==> src/verilog/cmpc_pkg.sv <==
// Package with register offsets, field positions and reset values of the comparator control bank.
package cmpc_pkg;
	// Register offsets on the special function register bus.
	localparam logic [7:0] CMPC_A_MODE_ADDR = 8'h9B;
	localparam logic [7:0] CMPC_A_MUX_ADDR = 8'h9C;
	localparam logic [7:0] CMPC_B_CTRL_ADDR = 8'h9D;
	localparam logic [7:0] CMPC_B_MODE_ADDR = 8'h9E;
	localparam logic [7:0] CMPC_B_MUX_ADDR = 8'h9F;
	// Mode register fields.
	localparam int CMPC_MODE_RIE_BIT = 5;
	localparam int CMPC_MODE_FIE_BIT = 4;
	localparam int CMPC_MODE_RESP_LSB = 0;
	localparam logic [1:0] CMPC_RESP_RST = 2'h2;
	// Control register fields.
	localparam int CMPC_CTRL_EN_BIT = 7;
	localparam int CMPC_CTRL_OUT_BIT = 6;
	localparam int CMPC_CTRL_RIF_BIT = 5;
	localparam int CMPC_CTRL_FIF_BIT = 4;
	localparam int CMPC_CTRL_HYP_LSB = 2;
	localparam int CMPC_CTRL_HYN_LSB = 0;
	localparam logic [1:0] CMPC_HYST_RST = 2'h0;
	// Multiplexer select fields, reset value and pin count.
	localparam int CMPC_MUX_POS_LSB = 0;
	localparam int CMPC_MUX_NEG_LSB = 4;
	localparam logic [7:0] CMPC_MUX_RST = 8'h77;
	localparam int CMPC_NUM_PINS = 12;
	localparam logic [7:0] CMPC_READ_NONE = 8'h00;
endpackage

==> src/verilog/cmpc_edge_if.sv <==
// Interface between the register bank and the edge capture of comparator B.
`timescale 1ns/10ps
interface cmpc_edge_if;
	logic enable;
	logic wr_ctrl;
	logic wr_rise;
	logic wr_fall;
	logic rise_flag;
	logic fall_flag;
	logic out_state;
	modport bank (output enable, output wr_ctrl, output wr_rise, output wr_fall,
		input rise_flag, input fall_flag, input out_state);
	modport cap (input enable, input wr_ctrl, input wr_rise, input wr_fall,
		output rise_flag, output fall_flag, output out_state);
endinterface

==> src/verilog/cmpc_regs.sv <==
// Comparator control and status register bank on the special function register bus.
// Function
// - Mode register unused bits read zero.
// - Rising enable gates rising interrupt request.
// - Falling enable gates falling interrupt request.
// - Mode bits pick one of four responses.
// - Mode resets to code 10, enables zero.
// - Comparator powered only while enabled.
// - Control bit 6 shows live output.
// - Rising edge sets sticky flag until cleared.
// - Falling edge sets sticky flag until cleared.
// - Bits 3:2 hold positive hysteresis code.
// - Bits 1:0 hold negative hysteresis code.
// - Per-comparator positive and negative pin selects.
// - Select codes 1100 to 1111 choose no pin.
// - Both multiplexers may share a pin.
// - Disabled comparator drives routed output low.
`timescale 1ns/10ps
module cmpc_regs (
	input wire logic sys_clk,
	input wire logic sys_rst,
	input wire logic [7:0] sfr_addr,
	input wire logic sfr_wr,
	input wire logic sfr_rd,
	input wire logic [7:0] sfr_wdata,
	output logic [7:0] sfr_rdata,
	input wire logic cmp_a_rise_flag,
	input wire logic cmp_a_fall_flag,
	input wire logic cmp_b_raw_out,
	output logic [1:0] cmp_a_response_mode,
	output logic [1:0] cmp_b_response_mode,
	output logic cmp_b_enable,
	output logic [1:0] cmp_b_pos_hysteresis,
	output logic [1:0] cmp_b_neg_hysteresis,
	output logic cmp_b_pin_out,
	output logic [11:0] cmp_a_pos_pin,
	output logic [11:0] cmp_a_neg_pin,
	output logic [11:0] cmp_b_pos_pin,
	output logic [11:0] cmp_b_neg_pin,
	output logic cmp_a_irq,
	output logic cmp_b_irq
);
	// Turns a four-bit select into a one-hot pin connection; codes past the pins give none.
	function automatic logic [11:0] cmpc_pin_decode(input logic [3:0] code);
		logic [11:0] hot;
		hot = 12'h000;
		if (code < 4'hC) begin
			hot[code] = 1'b1;
		end
		return hot;
	endfunction

	cmpc_edge_if eif ();

	logic wr_a_mode, wr_b_mode, wr_b_ctrl, wr_a_mux, wr_b_mux;
	logic a_rie, a_fie, b_rie, b_fie;
	logic [7:0] a_mode_rd, b_mode_rd, b_ctrl_rd, rd_sel;
	logic en_q, en_d;
	logic [1:0] hyp_q, hyp_d, hyn_q, hyn_d;
	logic [7:0] a_mux_q, a_mux_d, b_mux_q, b_mux_d;
	logic [7:0] rdata_q, rdata_d;
	logic a_irq_q, a_irq_d, b_irq_q, b_irq_d, pin_q, pin_d;
	logic [11:0] a_pos_q, a_pos_d, a_neg_q, a_neg_d, b_pos_q, b_pos_d, b_neg_q, b_neg_d;

	// Address decode of writes; each register owns one offset.
	assign wr_a_mode = sfr_wr && (sfr_addr == cmpc_pkg::CMPC_A_MODE_ADDR);
	assign wr_b_mode = sfr_wr && (sfr_addr == cmpc_pkg::CMPC_B_MODE_ADDR);
	assign wr_b_ctrl = sfr_wr && (sfr_addr == cmpc_pkg::CMPC_B_CTRL_ADDR);
	assign wr_a_mux = sfr_wr && (sfr_addr == cmpc_pkg::CMPC_A_MUX_ADDR);
	assign wr_b_mux = sfr_wr && (sfr_addr == cmpc_pkg::CMPC_B_MUX_ADDR);

	// The two mode registers are identical, so each is one instance.
	cmpc_mode_reg u_a_mode (
		.sys_clk(sys_clk),
		.sys_rst(sys_rst),
		.wr(wr_a_mode),
		.wdata(sfr_wdata),
		.rise_irq_en(a_rie),
		.fall_irq_en(a_fie),
		.response_mode(cmp_a_response_mode),
		.rdata(a_mode_rd)
	);

	cmpc_mode_reg u_b_mode (
		.sys_clk(sys_clk),
		.sys_rst(sys_rst),
		.wr(wr_b_mode),
		.wdata(sfr_wdata),
		.rise_irq_en(b_rie),
		.fall_irq_en(b_fie),
		.response_mode(cmp_b_response_mode),
		.rdata(b_mode_rd)
	);

	// Edge flags live beside the synchroniser; writes to their bits pass through.
	assign eif.enable = en_q;
	assign eif.wr_ctrl = wr_b_ctrl;
	assign eif.wr_rise = wr_b_ctrl;
	assign eif.wr_fall = wr_b_ctrl;

	cmpc_edge_capture u_edge (
		.sys_clk(sys_clk),
		.sys_rst(sys_rst),
		.raw_out(cmp_b_raw_out),
		.wdata(sfr_wdata),
		.eif(eif.cap)
	);

	// Stored control and multiplexer fields.
	always_comb begin
		en_d = en_q;
		hyp_d = hyp_q;
		hyn_d = hyn_q;
		a_mux_d = a_mux_q;
		b_mux_d = b_mux_q;
		if (wr_b_ctrl) begin
			en_d = sfr_wdata[cmpc_pkg::CMPC_CTRL_EN_BIT];
			hyp_d = sfr_wdata[cmpc_pkg::CMPC_CTRL_HYP_LSB +: 2];
			hyn_d = sfr_wdata[cmpc_pkg::CMPC_CTRL_HYN_LSB +: 2];
		end
		if (wr_a_mux) begin
			a_mux_d = sfr_wdata;
		end
		if (wr_b_mux) begin
			b_mux_d = sfr_wdata;
		end
	end

	always_ff @(posedge sys_clk or posedge sys_rst) begin
		if (sys_rst) begin
			en_q <= 1'b0;
			hyp_q <= cmpc_pkg::CMPC_HYST_RST;
			hyn_q <= cmpc_pkg::CMPC_HYST_RST;
			a_mux_q <= cmpc_pkg::CMPC_MUX_RST;
			b_mux_q <= cmpc_pkg::CMPC_MUX_RST;
		end else begin
			en_q <= en_d;
			hyp_q <= hyp_d;
			hyn_q <= hyn_d;
			a_mux_q <= a_mux_d;
			b_mux_q <= b_mux_d;
		end
	end

	// Control register read image; bit 6 is the live synchronised output.
	always_comb begin
		b_ctrl_rd = 8'h00;
		b_ctrl_rd[cmpc_pkg::CMPC_CTRL_EN_BIT] = en_q;
		b_ctrl_rd[cmpc_pkg::CMPC_CTRL_OUT_BIT] = eif.out_state;
		b_ctrl_rd[cmpc_pkg::CMPC_CTRL_RIF_BIT] = eif.rise_flag;
		b_ctrl_rd[cmpc_pkg::CMPC_CTRL_FIF_BIT] = eif.fall_flag;
		b_ctrl_rd[cmpc_pkg::CMPC_CTRL_HYP_LSB +: 2] = hyp_q;
		b_ctrl_rd[cmpc_pkg::CMPC_CTRL_HYN_LSB +: 2] = hyn_q;
	end

	// Read mux; an unmapped offset answers zero rather than stale data.
	always_comb begin
		case (sfr_addr)
			cmpc_pkg::CMPC_A_MODE_ADDR: rd_sel = a_mode_rd;
			cmpc_pkg::CMPC_A_MUX_ADDR: rd_sel = a_mux_q;
			cmpc_pkg::CMPC_B_CTRL_ADDR: rd_sel = b_ctrl_rd;
			cmpc_pkg::CMPC_B_MODE_ADDR: rd_sel = b_mode_rd;
			cmpc_pkg::CMPC_B_MUX_ADDR: rd_sel = b_mux_q;
			default: rd_sel = cmpc_pkg::CMPC_READ_NONE;
		endcase
	end

	// Next values of the registered outputs: read data, requests, routed pin, pin selects.
	always_comb begin
		rdata_d = rdata_q;
		if (sfr_rd) begin
			rdata_d = rd_sel;
		end
		a_irq_d = (cmp_a_rise_flag & a_rie) | (cmp_a_fall_flag & a_fie);
		b_irq_d = (eif.rise_flag & b_rie) | (eif.fall_flag & b_fie);
		pin_d = eif.out_state & en_q;
		// Each decoder reads only its own register, so a shared pin is legal.
		a_pos_d = cmpc_pin_decode(a_mux_q[cmpc_pkg::CMPC_MUX_POS_LSB +: 4]);
		a_neg_d = cmpc_pin_decode(a_mux_q[cmpc_pkg::CMPC_MUX_NEG_LSB +: 4]);
		b_pos_d = cmpc_pin_decode(b_mux_q[cmpc_pkg::CMPC_MUX_POS_LSB +: 4]);
		b_neg_d = cmpc_pin_decode(b_mux_q[cmpc_pkg::CMPC_MUX_NEG_LSB +: 4]);
	end

	always_ff @(posedge sys_clk or posedge sys_rst) begin
		if (sys_rst) begin
			rdata_q <= 8'h00;
			a_irq_q <= 1'b0;
			b_irq_q <= 1'b0;
			pin_q <= 1'b0;
			a_pos_q <= 12'h000;
			a_neg_q <= 12'h000;
			b_pos_q <= 12'h000;
			b_neg_q <= 12'h000;
		end else begin
			rdata_q <= rdata_d;
			a_irq_q <= a_irq_d;
			b_irq_q <= b_irq_d;
			pin_q <= pin_d;
			a_pos_q <= a_pos_d;
			a_neg_q <= a_neg_d;
			b_pos_q <= b_pos_d;
			b_neg_q <= b_neg_d;
		end
	end

	// Analog-facing controls come straight from their registers.
	assign sfr_rdata = rdata_q;
	assign cmp_b_enable = en_q;
	assign cmp_b_pos_hysteresis = hyp_q;
	assign cmp_b_neg_hysteresis = hyn_q;
	assign cmp_b_pin_out = pin_q;
	assign cmp_a_pos_pin = a_pos_q;
	assign cmp_a_neg_pin = a_neg_q;
	assign cmp_b_pos_pin = b_pos_q;
	assign cmp_b_neg_pin = b_neg_q;
	assign cmp_a_irq = a_irq_q;
	assign cmp_b_irq = b_irq_q;

	property p_rise_irq;
		@(posedge sys_clk) disable iff (sys_rst)
		eif.rise_flag && b_rie |=> cmp_b_irq;
	endproperty
	a_rise_irq: assert property (p_rise_irq) else $error("Enabled rising flag gave no request.");

	property p_fall_irq;
		@(posedge sys_clk) disable iff (sys_rst)
		cmp_a_fall_flag && a_fie |=> cmp_a_irq;
	endproperty
	a_fall_irq: assert property (p_fall_irq) else $error("Enabled falling flag gave no request.");

	property p_irq_gated;
		@(posedge sys_clk) disable iff (sys_rst)
		!(eif.rise_flag && b_rie) && !(eif.fall_flag && b_fie) |=> !cmp_b_irq;
	endproperty
	a_irq_gated: assert property (p_irq_gated) else $error("Request without enabled flag.");

	property p_disabled_low;
		@(posedge sys_clk) disable iff (sys_rst)
		!cmp_b_enable |=> !cmp_b_pin_out;
	endproperty
	a_disabled_low: assert property (p_disabled_low) else $error("Disabled pin output high.");

	property p_none_select;
		@(posedge sys_clk) disable iff (sys_rst)
		b_mux_q[3:2] == 2'h3 |=> b_pos_q == 12'h000;
	endproperty
	a_none_select: assert property (p_none_select) else $error("High code connected a pin.");

	property p_hyst_write;
		@(posedge sys_clk) disable iff (sys_rst)
		wr_b_ctrl |=> (cmp_b_pos_hysteresis == $past(sfr_wdata[3:2]))
			&& (cmp_b_neg_hysteresis == $past(sfr_wdata[1:0])) && (cmp_b_enable == $past(sfr_wdata[7]));
	endproperty
	a_hyst_write: assert property (p_hyst_write) else $error("Control write lost.");

	property p_shared_pin;
		@(posedge sys_clk) disable iff (sys_rst)
		(a_mux_q[3:0] == b_mux_q[3:0]) && (a_mux_q[3:0] < 4'hC) |=> (a_pos_q == b_pos_q) && (a_pos_q != 12'h000);
	endproperty
	a_shared_pin: assert property (p_shared_pin) else $error("Shared pin select blocked.");

	property p_read_unmapped;
		@(posedge sys_clk) disable iff (sys_rst)
		sfr_rd && (sfr_addr == 8'h9A) |=> sfr_rdata == 8'h00;
	endproperty
	a_read_unmapped: assert property (p_read_unmapped) else $error("Unmapped read not zero.");

	property p_a_rise_irq;
		@(posedge sys_clk) disable iff (sys_rst)
		cmp_a_rise_flag && a_rie |=> cmp_a_irq;
	endproperty
	a_a_rise_irq: assert property (p_a_rise_irq) else $error("Enabled A rising flag no request.");

	property p_b_fall_irq;
		@(posedge sys_clk) disable iff (sys_rst)
		eif.fall_flag && b_fie |=> cmp_b_irq;
	endproperty
	a_b_fall_irq: assert property (p_b_fall_irq) else $error("Enabled B falling flag no request.");

	property p_a_irq_gated;
		@(posedge sys_clk) disable iff (sys_rst)
		!(cmp_a_rise_flag && a_rie) && !(cmp_a_fall_flag && a_fie) |=> !cmp_a_irq;
	endproperty
	a_a_irq_gated: assert property (p_a_irq_gated) else $error("A request without enabled flag.");

	// While enabled the routed pin must track the synchronised output, not stick low.
	property p_enabled_follows;
		@(posedge sys_clk) disable iff (sys_rst)
		cmp_b_enable |=> cmp_b_pin_out == $past(eif.out_state);
	endproperty
	a_enabled_follows: assert property (p_enabled_follows) else $error("Pin lost output.");

	property p_a_neg_none;
		@(posedge sys_clk) disable iff (sys_rst)
		a_mux_q[7:6] == 2'h3 |=> a_neg_q == 12'h000;
	endproperty
	a_a_neg_none: assert property (p_a_neg_none) else $error("High negative code connected a pin.");

	property p_ctrl_out_bit;
		@(posedge sys_clk) disable iff (sys_rst)
		sfr_rd && (sfr_addr == cmpc_pkg::CMPC_B_CTRL_ADDR)
			|=> sfr_rdata[cmpc_pkg::CMPC_CTRL_OUT_BIT] == $past(eif.out_state);
	endproperty
	a_ctrl_out_bit: assert property (p_ctrl_out_bit) else $error("Status bit not live output.");

	c_b_irq: cover property (@(posedge sys_clk) disable iff (sys_rst) !cmp_b_irq ##1 cmp_b_irq);
	c_enable: cover property (@(posedge sys_clk) disable iff (sys_rst) wr_b_ctrl ##1 cmp_b_enable);
	c_shared: cover property (@(posedge sys_clk) disable iff (sys_rst)
		(a_pos_q == b_pos_q) && (a_pos_q != 12'h000));
endmodule // cmpc_regs

==> src/verilog/cmpc_mode_reg.sv <==
// One comparator mode register: interrupt enables and response mode.
`timescale 1ns/10ps
module cmpc_mode_reg (
	input wire logic sys_clk,
	input wire logic sys_rst,
	input wire logic wr,
	input wire logic [7:0] wdata,
	output logic rise_irq_en,
	output logic fall_irq_en,
	output logic [1:0] response_mode,
	output logic [7:0] rdata
);
	logic rie_q, rie_d, fie_q, fie_d;
	logic [1:0] resp_q, resp_d;

	// Only the enable and mode bits are stored; other written bits are dropped.
	always_comb begin
		rie_d = rie_q;
		fie_d = fie_q;
		resp_d = resp_q;
		if (wr) begin
			rie_d = wdata[cmpc_pkg::CMPC_MODE_RIE_BIT];
			fie_d = wdata[cmpc_pkg::CMPC_MODE_FIE_BIT];
			resp_d = wdata[cmpc_pkg::CMPC_MODE_RESP_LSB +: 2];
		end
	end

	// Reset loads mode 2 with both interrupts off.
	always_ff @(posedge sys_clk or posedge sys_rst) begin
		if (sys_rst) begin
			rie_q <= 1'b0;
			fie_q <= 1'b0;
			resp_q <= cmpc_pkg::CMPC_RESP_RST;
		end else begin
			rie_q <= rie_d;
			fie_q <= fie_d;
			resp_q <= resp_d;
		end
	end

	// Unused bits 7:6 and 3:2 always read zero.
	always_comb begin
		rdata = 8'h00;
		rdata[cmpc_pkg::CMPC_MODE_RIE_BIT] = rie_q;
		rdata[cmpc_pkg::CMPC_MODE_FIE_BIT] = fie_q;
		rdata[cmpc_pkg::CMPC_MODE_RESP_LSB +: 2] = resp_q;
	end

	assign rise_irq_en = rie_q;
	assign fall_irq_en = fie_q;
	assign response_mode = resp_q;

	property p_mode_unused_zero;
		@(posedge sys_clk) disable iff (sys_rst)
		(rdata[7:6] == 2'h0) && (rdata[3:2] == 2'h0);
	endproperty
	a_mode_unused_zero: assert property (p_mode_unused_zero) else $error("Unused mode bits not zero.");

	property p_mode_write_takes;
		@(posedge sys_clk) disable iff (sys_rst)
		wr |=> (response_mode == $past(wdata[1:0])) && (rise_irq_en == $past(wdata[5]))
			&& (fall_irq_en == $past(wdata[4]));
	endproperty
	a_mode_write_takes: assert property (p_mode_write_takes) else $error("Mode write lost.");
endmodule // cmpc_mode_reg

==> src/verilog/cmpc_edge_capture.sv <==
// Synchroniser, output state and sticky edge flags of comparator B.
`timescale 1ns/10ps
module cmpc_edge_capture (
	input wire logic sys_clk,
	input wire logic sys_rst,
	input wire logic raw_out,
	input wire logic [7:0] wdata,
	cmpc_edge_if.cap eif
);
	logic sync1_q, sync2_q, prev_q, rif_q, rif_d, fif_q, fif_d;
	logic live, rise_evt, fall_evt;

	// A disabled comparator reads low, so enabling it can itself look like an edge.
	assign live = sync2_q & eif.enable;
	assign rise_evt = live & ~prev_q;
	assign fall_evt = ~live & prev_q;

	// An edge in the same cycle as a software write wins over the clear.
	always_comb begin
		rif_d = rif_q;
		fif_d = fif_q;
		if (eif.wr_rise) begin
			rif_d = wdata[cmpc_pkg::CMPC_CTRL_RIF_BIT];
		end
		if (eif.wr_fall) begin
			fif_d = wdata[cmpc_pkg::CMPC_CTRL_FIF_BIT];
		end
		if (rise_evt) begin
			rif_d = 1'b1;
		end
		if (fall_evt) begin
			fif_d = 1'b1;
		end
	end

	// The first stage is read only by the second stage.
	always_ff @(posedge sys_clk or posedge sys_rst) begin
		if (sys_rst) begin
			sync1_q <= 1'b0;
			sync2_q <= 1'b0;
			prev_q <= 1'b0;
			rif_q <= 1'b0;
			fif_q <= 1'b0;
		end else begin
			sync1_q <= raw_out;
			sync2_q <= sync1_q;
			prev_q <= live;
			rif_q <= rif_d;
			fif_q <= fif_d;
		end
	end

	assign eif.rise_flag = rif_q;
	assign eif.fall_flag = fif_q;
	assign eif.out_state = prev_q;

	property p_rise_sets;
		@(posedge sys_clk) disable iff (sys_rst)
		rise_evt |=> rif_q;
	endproperty
	a_rise_sets: assert property (p_rise_sets) else $error("Rising edge flag not set.");

	property p_fall_sets;
		@(posedge sys_clk) disable iff (sys_rst)
		fall_evt |=> fif_q;
	endproperty
	a_fall_sets: assert property (p_fall_sets) else $error("Falling edge flag not set.");

	property p_rise_sticky;
		@(posedge sys_clk) disable iff (sys_rst)
		rif_q && !eif.wr_ctrl |=> rif_q;
	endproperty
	a_rise_sticky: assert property (p_rise_sticky) else $error("Rising flag dropped alone.");

	property p_fall_sticky;
		@(posedge sys_clk) disable iff (sys_rst)
		fif_q && !eif.wr_ctrl |=> fif_q;
	endproperty
	a_fall_sticky: assert property (p_fall_sticky) else $error("Falling flag dropped alone.");

	c_rise_seen: cover property (@(posedge sys_clk) disable iff (sys_rst) rise_evt ##1 rif_q);
	c_set_beats_clear: cover property (@(posedge sys_clk) disable iff (sys_rst)
		eif.wr_ctrl && rise_evt);
endmodule // cmpc_edge_capture

==> config.mk <==
export PLATFORM = sky130hd
export DESIGN_NAME = cmpc_regs
export DESIGN_NICKNAME = d
export VERILOG_FILES = /design/src/verilog/cmpc_pkg.sv /design/src/verilog/cmpc_edge_if.sv /design/src/verilog/cmpc_regs.sv /design/src/verilog/cmpc_mode_reg.sv /design/src/verilog/cmpc_edge_capture.sv
export SDC_FILE = /design/constraint.sdc
export NUM_CORES = 1
export LEC_CHECK = 0
export BUFFER_PORTS_ARGS = -buffer_cell sky130_fd_sc_hd__buf_2
export CORE_AREA = 2 2 87 89
export CTS_CLUSTER_SIZE = 10
export DETAILED_ROUTE_END_ITERATION = 8
export DIE_AREA = 0 0 89 91
export GPL_TIMING_DRIVEN = 0
export PLACE_DENSITY = 0.78
export SETUP_SLACK_MARGIN = 0.3
export SLEW_MARGIN = 10
export SYNTH_ARGS = -nofsm -noshare
export SYNTH_HDL_FRONTEND = slang
export SYNTH_SLANG_ARGS = --single-unit
export TNS_END_PERCENT = 50
==> constraint.sdc <==
create_clock -name sys_clk -period 3.4 [get_ports sys_clk]
set_input_delay 0.34 -clock sys_clk [delete_from_list [all_inputs] [get_ports sys_clk]]
set_output_delay 0.34 -clock sys_clk [all_outputs]
set_load 0.01 [all_outputs]
* After elaboration in Yosys (flattened, before gate mapping)
Index checks and enable logic that the tools add are counted.
** Operators by class
- Add/subtract/negate cells :: 0
- Multiply operators :: 0
- Div/mod/pow operators :: 0
- Order comparisons :: 12
- Equal/unequal tests :: 5
- Shift-type cells :: 0
- Mux-type cells :: 17
- Bitwise logic cells :: 12
- Reduce and logical (&&, ||, !) cells :: 11
** Operators by type and width (number)
- $mux W12 :: 4
- $eq A8 B8 Y1 const B :: 5
- $pmux W8 S5 :: 1
- $lt A4 B5 Y1 const B :: 4
- $demux W1 S4 :: 4
- $ge A4 B1 Y1 const B :: 4
- $lt A4 B4 Y1 const B :: 4
- $logic_and A1 B1 Y1 :: 9
- $and A1 B1 Y1 :: 8
- $mux W1 :: 8
- $reduce_bool A2 Y1 :: 2
- $not A1 Y1 :: 2
- $or A1 B1 Y1 :: 2
** Word-level totals
- Register bits after elaboration :: 93
- Bits in latches :: 0
- Memory bits (writable) :: 0
- ROM bits :: 0
- Bits of input ports :: 23
- Word-level logic and storage cells :: 81
- Memories kept :: 0

* Depth between registers and ports, before layout
- Word-level depth :: 5
- Mapped depth :: 5
- Gate-level depth less buffers :: 3

* Modules after synthesis
A second synthesis with hierarchy kept.
** Second synthesis, totals
- Cell total of the unflattened synthesis :: 294
- Area, all modules :: 3814.9 sq um
** By module, submodules not included
- cmpc_regs :: instances 1, cells an instance 246, area each 3219.3 sq um, seq. area each 2016.9 sq um
- cmpc_mode_reg :: instances 2, cells an instance 18, area each 214.0 sq um, seq. area each 101.3 sq um
- cmpc_edge_capture :: instances 1, cells an instance 12, area each 167.7 sq um, seq. area each 125.1 sq um

* Least setup slack after synthesis
No wires, ideal clock.
- Path type :: input-to-reg
- From :: input sfr_addr[1]
- To :: register a_mux_q[3]
- Setup time :: 0.125 ns
- Arrival time :: 1.490 ns
- Path slack :: 1.786 ns
- Stages on the path :: 4
- Buffers on the path :: 1
- Path through :: buf_4 -> and2b_2 -> nor4b_4 -> mux2_2
** On the way
- Word-level cells in the longest chain between the ends :: 2
** Ends and longest elaborated chain
- start: declaration :: line cmpc_regs.sv:22 : input wire logic [7:0] sfr_addr,
- $eq A8 B8 Y1 :: line cmpc_regs.sv:69 : assign wr_a_mux = sfr_wr && (sfr_addr == cmpc_pkg::CMPC_A_MUX_ADDR);
- $logic_and A1 B1 Y1 :: line cmpc_regs.sv:69
- end signal: assignment :: line cmpc_regs.sv:134 : a_mux_q <= cmpc_pkg::CMPC_MUX_RST;
- end signal: assignment :: line cmpc_regs.sv:140 : a_mux_q <= a_mux_d;
- end: declaration :: line cmpc_regs.sv:60 : logic [7:0] a_mux_q, a_mux_d, b_mux_q, b_mux_d;
No other way between the ends.
A chain may end at the register's enable or synchronous reset.

* Worst setup path in the final report
Same ends and word-level chain as after synthesis.

==> results.sh <==
export IMPL_place_gp_congestion=0.8237
export IMPL_maxSlewViolCount=0
export IMPL_skew_ps=6.700
export IMPL_finalNonFillerCells=474
export IMPL_clk_path_buf_depth=2
export IMPL_yosysSeqAreaShare=0.6455
export IMPL_cts_tree="yes"
export IMPL_power_frac_seq=0.553
export IMPL_top_layer="met4"
export IMPL_core_um2=7137
export IMPL_p_comb_frac=0.083
export IMPL_fmaxAchievable_mhz=616.2
export IMPL_wire_per_inst_um=15.67
export IMPL_drive_gt1_frac=0.4507
export IMPL_tns_ps=0
export IMPL_drc=0
export IMPL_synth_warnings=0
export IMPL_grt_pass1_vias=2384
export IMPL_setup_viol=0
export IMPL_cts_buffers_inserted=9
export IMPL_insertion_delay_ps=350
export IMPL_path_clk_slew_ps=80
export IMPL_worst_pin_slew_ps=688.2
export IMPL_dp_cells=457
export IMPL_overflow=0
export IMPL_min_delay_path_class="in2reg"
export IMPL_leakage_uw=0.002268
export IMPL_worstPathRequired_ps=3640
export IMPL_ir_drop_mv=0.2029
export IMPL_clkPwrFrac=0.364
export IMPL_yosys_area_top_type="dfrtp_1"
export IMPL_yosys_most_used_dff="dfrtp_1"
export IMPL_antenna_found_initial=0
export IMPL_synth_top_area_frac=0.5443
export IMPL_vias=2437
export IMPL_dpl_hpwl_um=5447
export IMPL_relSlewSlack=0.5387
export IMPL_crit_reg2reg_launch="a_mux_q[2]"
export IMPL_met1_length_um=3212
export IMPL_dieArea_um2=8099
export IMPL_min_delay_start="cmp_b_raw_out"
export IMPL_critPathLaunchType="input pin"
export IMPL_syn_area_um2=3632
export IMPL_vias_per_cell=5.141
export IMPL_endpoint_kind="flop"
export IMPL_die_x_um=89
export IMPL_synth_cells=267
export IMPL_rrSetupSlack_ps=2290
export IMPL_synth_cell_types=37
export IMPL_p_int_uw=1651
export IMPL_rows=31
export IMPL_status="finished clean"
export IMPL_grt_usage=0.1923
export IMPL_switching_share=0.2318
export IMPL_synth_commonest_cells="dfrtp_1, mux2_2, nor2_1"
export IMPL_whs_endpoint="u_edge.sync1_q"
export IMPL_r2r_end="sfr_rdata[2]"
export IMPL_worst_setup_path_type="in2reg"
export IMPL_drt_iter0_drc=77
export IMPL_hold_violations=0
export IMPL_cts_root_buf="clkbuf_8"
export IMPL_ios=91
export IMPL_start_util=0.5089
export IMPL_ys_ff_latch=93
export IMPL_avgSynthCellArea_um2=13.60
export IMPL_nets=393
export IMPL_reg2regPathDepth=3
export IMPL_cts_sinks=93
export IMPL_antennaDiodeCount=0
export IMPL_synthArstFlopShare=1.000
export IMPL_wl_met3_um=370
export IMPL_cts_resized_gates=0
export IMPL_drv_cap=0
export IMPL_grt_max_degree=61
export IMPL_routed_wl_met2_um=3635
export IMPL_area_growth_pct=22.84
export IMPL_fin_crit_ps=1623
export IMPL_synth_top_cells_by_area="dfrtp_1, mux2_2, dfstp_2"
export IMPL_synth_edff_count=0
export IMPL_grt_pass1_wl_um=11740
export IMPL_htree_levels=3
export IMPL_powerDensity_nw_per_um2=481.8
export IMPL_die_h_um=91
export IMPL_portBuffers=90
export IMPL_wl_um=7428
export IMPL_period_share=0.4773
export IMPL_ant_nets=0
export IMPL_switching_power_uw=498.2
export IMPL_whs_path_depth=1
export IMPL_yosysMostFrequentCell="dfrtp_1"
export IMPL_arrival_ps=1860
export IMPL_crit_fanout=10
export IMPL_dr_pass1_iters=4
export IMPL_syn_nets=290
export IMPL_rsz0062_at_grt="no"
cell type report:
cell class / instances / area, um2
multi-input cells: 164 / 1241
plain buffers: 7 / 35.03
well taps: 99 / 123.9
flip-flops and latches: 93 / 2345
inverters: 3 / 13.76
repair buffers: 92 / 488.0
clock inverters: 5 / 83.83
fillers: 606 / 2675
clock buffers: 11 / 131.4
routing by layer:
metal  track usage  vias to the layer above
met3       0.03182                       18
li1              -                     1153
met5             0                        -
met4       0.09453                        0
met2        0.2948                       74
met1        0.2642                     1192
state kept, by name, summed over array words and instances (netlist names), 2 cells and up:
| register | flops |
|---|---|
| u_a_mode.response_mode | 2 |
| cmp_b_pos_pin | 12 |
| sfr_rdata | 8 |
| u_b_mode.response_mode | 2 |
| cmp_a_pos_pin | 12 |
| cmp_b_neg_pin | 12 |
| cmp_b_pos_hysteresis | 2 |
| cmp_b_neg_hysteresis | 2 |
| cmp_a_neg_pin | 12 |
| b_mux_q | 8 |
| a_mux_q | 8 |
stage by stage:
| step | setup WS, ps | cell area (um2) | hold WS (ps) | total power [uW] | util |
|---|---|---|---|---|---|
| 3_3_place_gp | -185.1 | 4207 | 337.9 | 1378 | 0.5894 |
| 5_1_grt | 1732 | 4462 | 77.81 | 2239 | 0.6252 |
| 3_5_place_dp | 1422 | 4237 | 334.7 | 1389 | 0.5936 |
| 2_1_floorplan | 662.9 | 3632 | 331.2 | 1309 | - |
| 4_1_cts | 1792 | 4462 | 77.38 | 2170 | 0.6252 |
| 6_report | 1777 | 4462 | 91.37 | 2150 | 0.6252 |
power groups by stage:
stage	combinational [uW]	clock [uW]	sequential [uW]
after floorplan	94.9	0	1210
after global placement	169	0	1210
after detailed placement	179	0	1210
after CTS	181	800	1190
after global routing	199	844	1200
final	178	782	1190
placed cells by master (no fill, tap or decap), types with 2 or more instances in the layout:
cell        count
a21oi_1         6
a22o_1          2
a22oi_1         4
a31oi_1         3
a32o_1          4
and2_1          5
and3b_1         2
buf_2          94
bufinv_16       2
clkbuf_1        3
clkbuf_8        9
clkinvlp_4      2
dfrtp_1        79
dfstp_2        14
inv_1           2
mux2_2         37
mux2i_1         5
nand2_1         6
nand2b_1       16
nor2_1         26
nor2b_1         5
nor3_1         20
nor4_1          4
nor4b_4         2
o2bb2ai_1       4
repair_timing:
item / in CTS / in global routing
setup buffers: 0 / 0
endpoints found under the hold margin: 10 / 0
hold buffers: 1 / 0
endpoints found under the setup margin: 0 / 0
worst max-delay path, cell delays in order:
cell and delay, ps:
buf_2 100, buf_4 160, and2b_2 280, nor4b_4 570, mux2_2 410
worst max-delay path by stage:
stage           startpoint                 to  slack [ps]  cells past startpoint
2_1_floorplan      sys_rst         a_mux_q[3]         660                      1
3_3_place_gp       sys_rst  cmp_a_pos_pin[11]        -190                      2
3_5_place_dp   sfr_addr[1]         a_mux_q[3]        1420                      5
4_1_cts        sfr_addr[1]         a_mux_q[3]        1790                      5
5_1_grt        sfr_addr[1]         a_mux_q[3]        1730                      5
6_report       sfr_addr[1]         a_mux_q[3]        1780                      5
kinds of logic (layout without fill, tap and decap cells):
kind of cell | count (synthesis) | in the layout | synth area share
AO/OA/AOI/OAI | 28 | 28 | 0.05822
flip-flops | 93 | 93 | 0.6455
AND/OR/NAND/NOR | 94 | 94 | 0.1550
buffers and inverters | 10 | 118 | 0.01274
multiplexers | 42 | 42 | 0.1285
(Power assumes the default switching activity.)
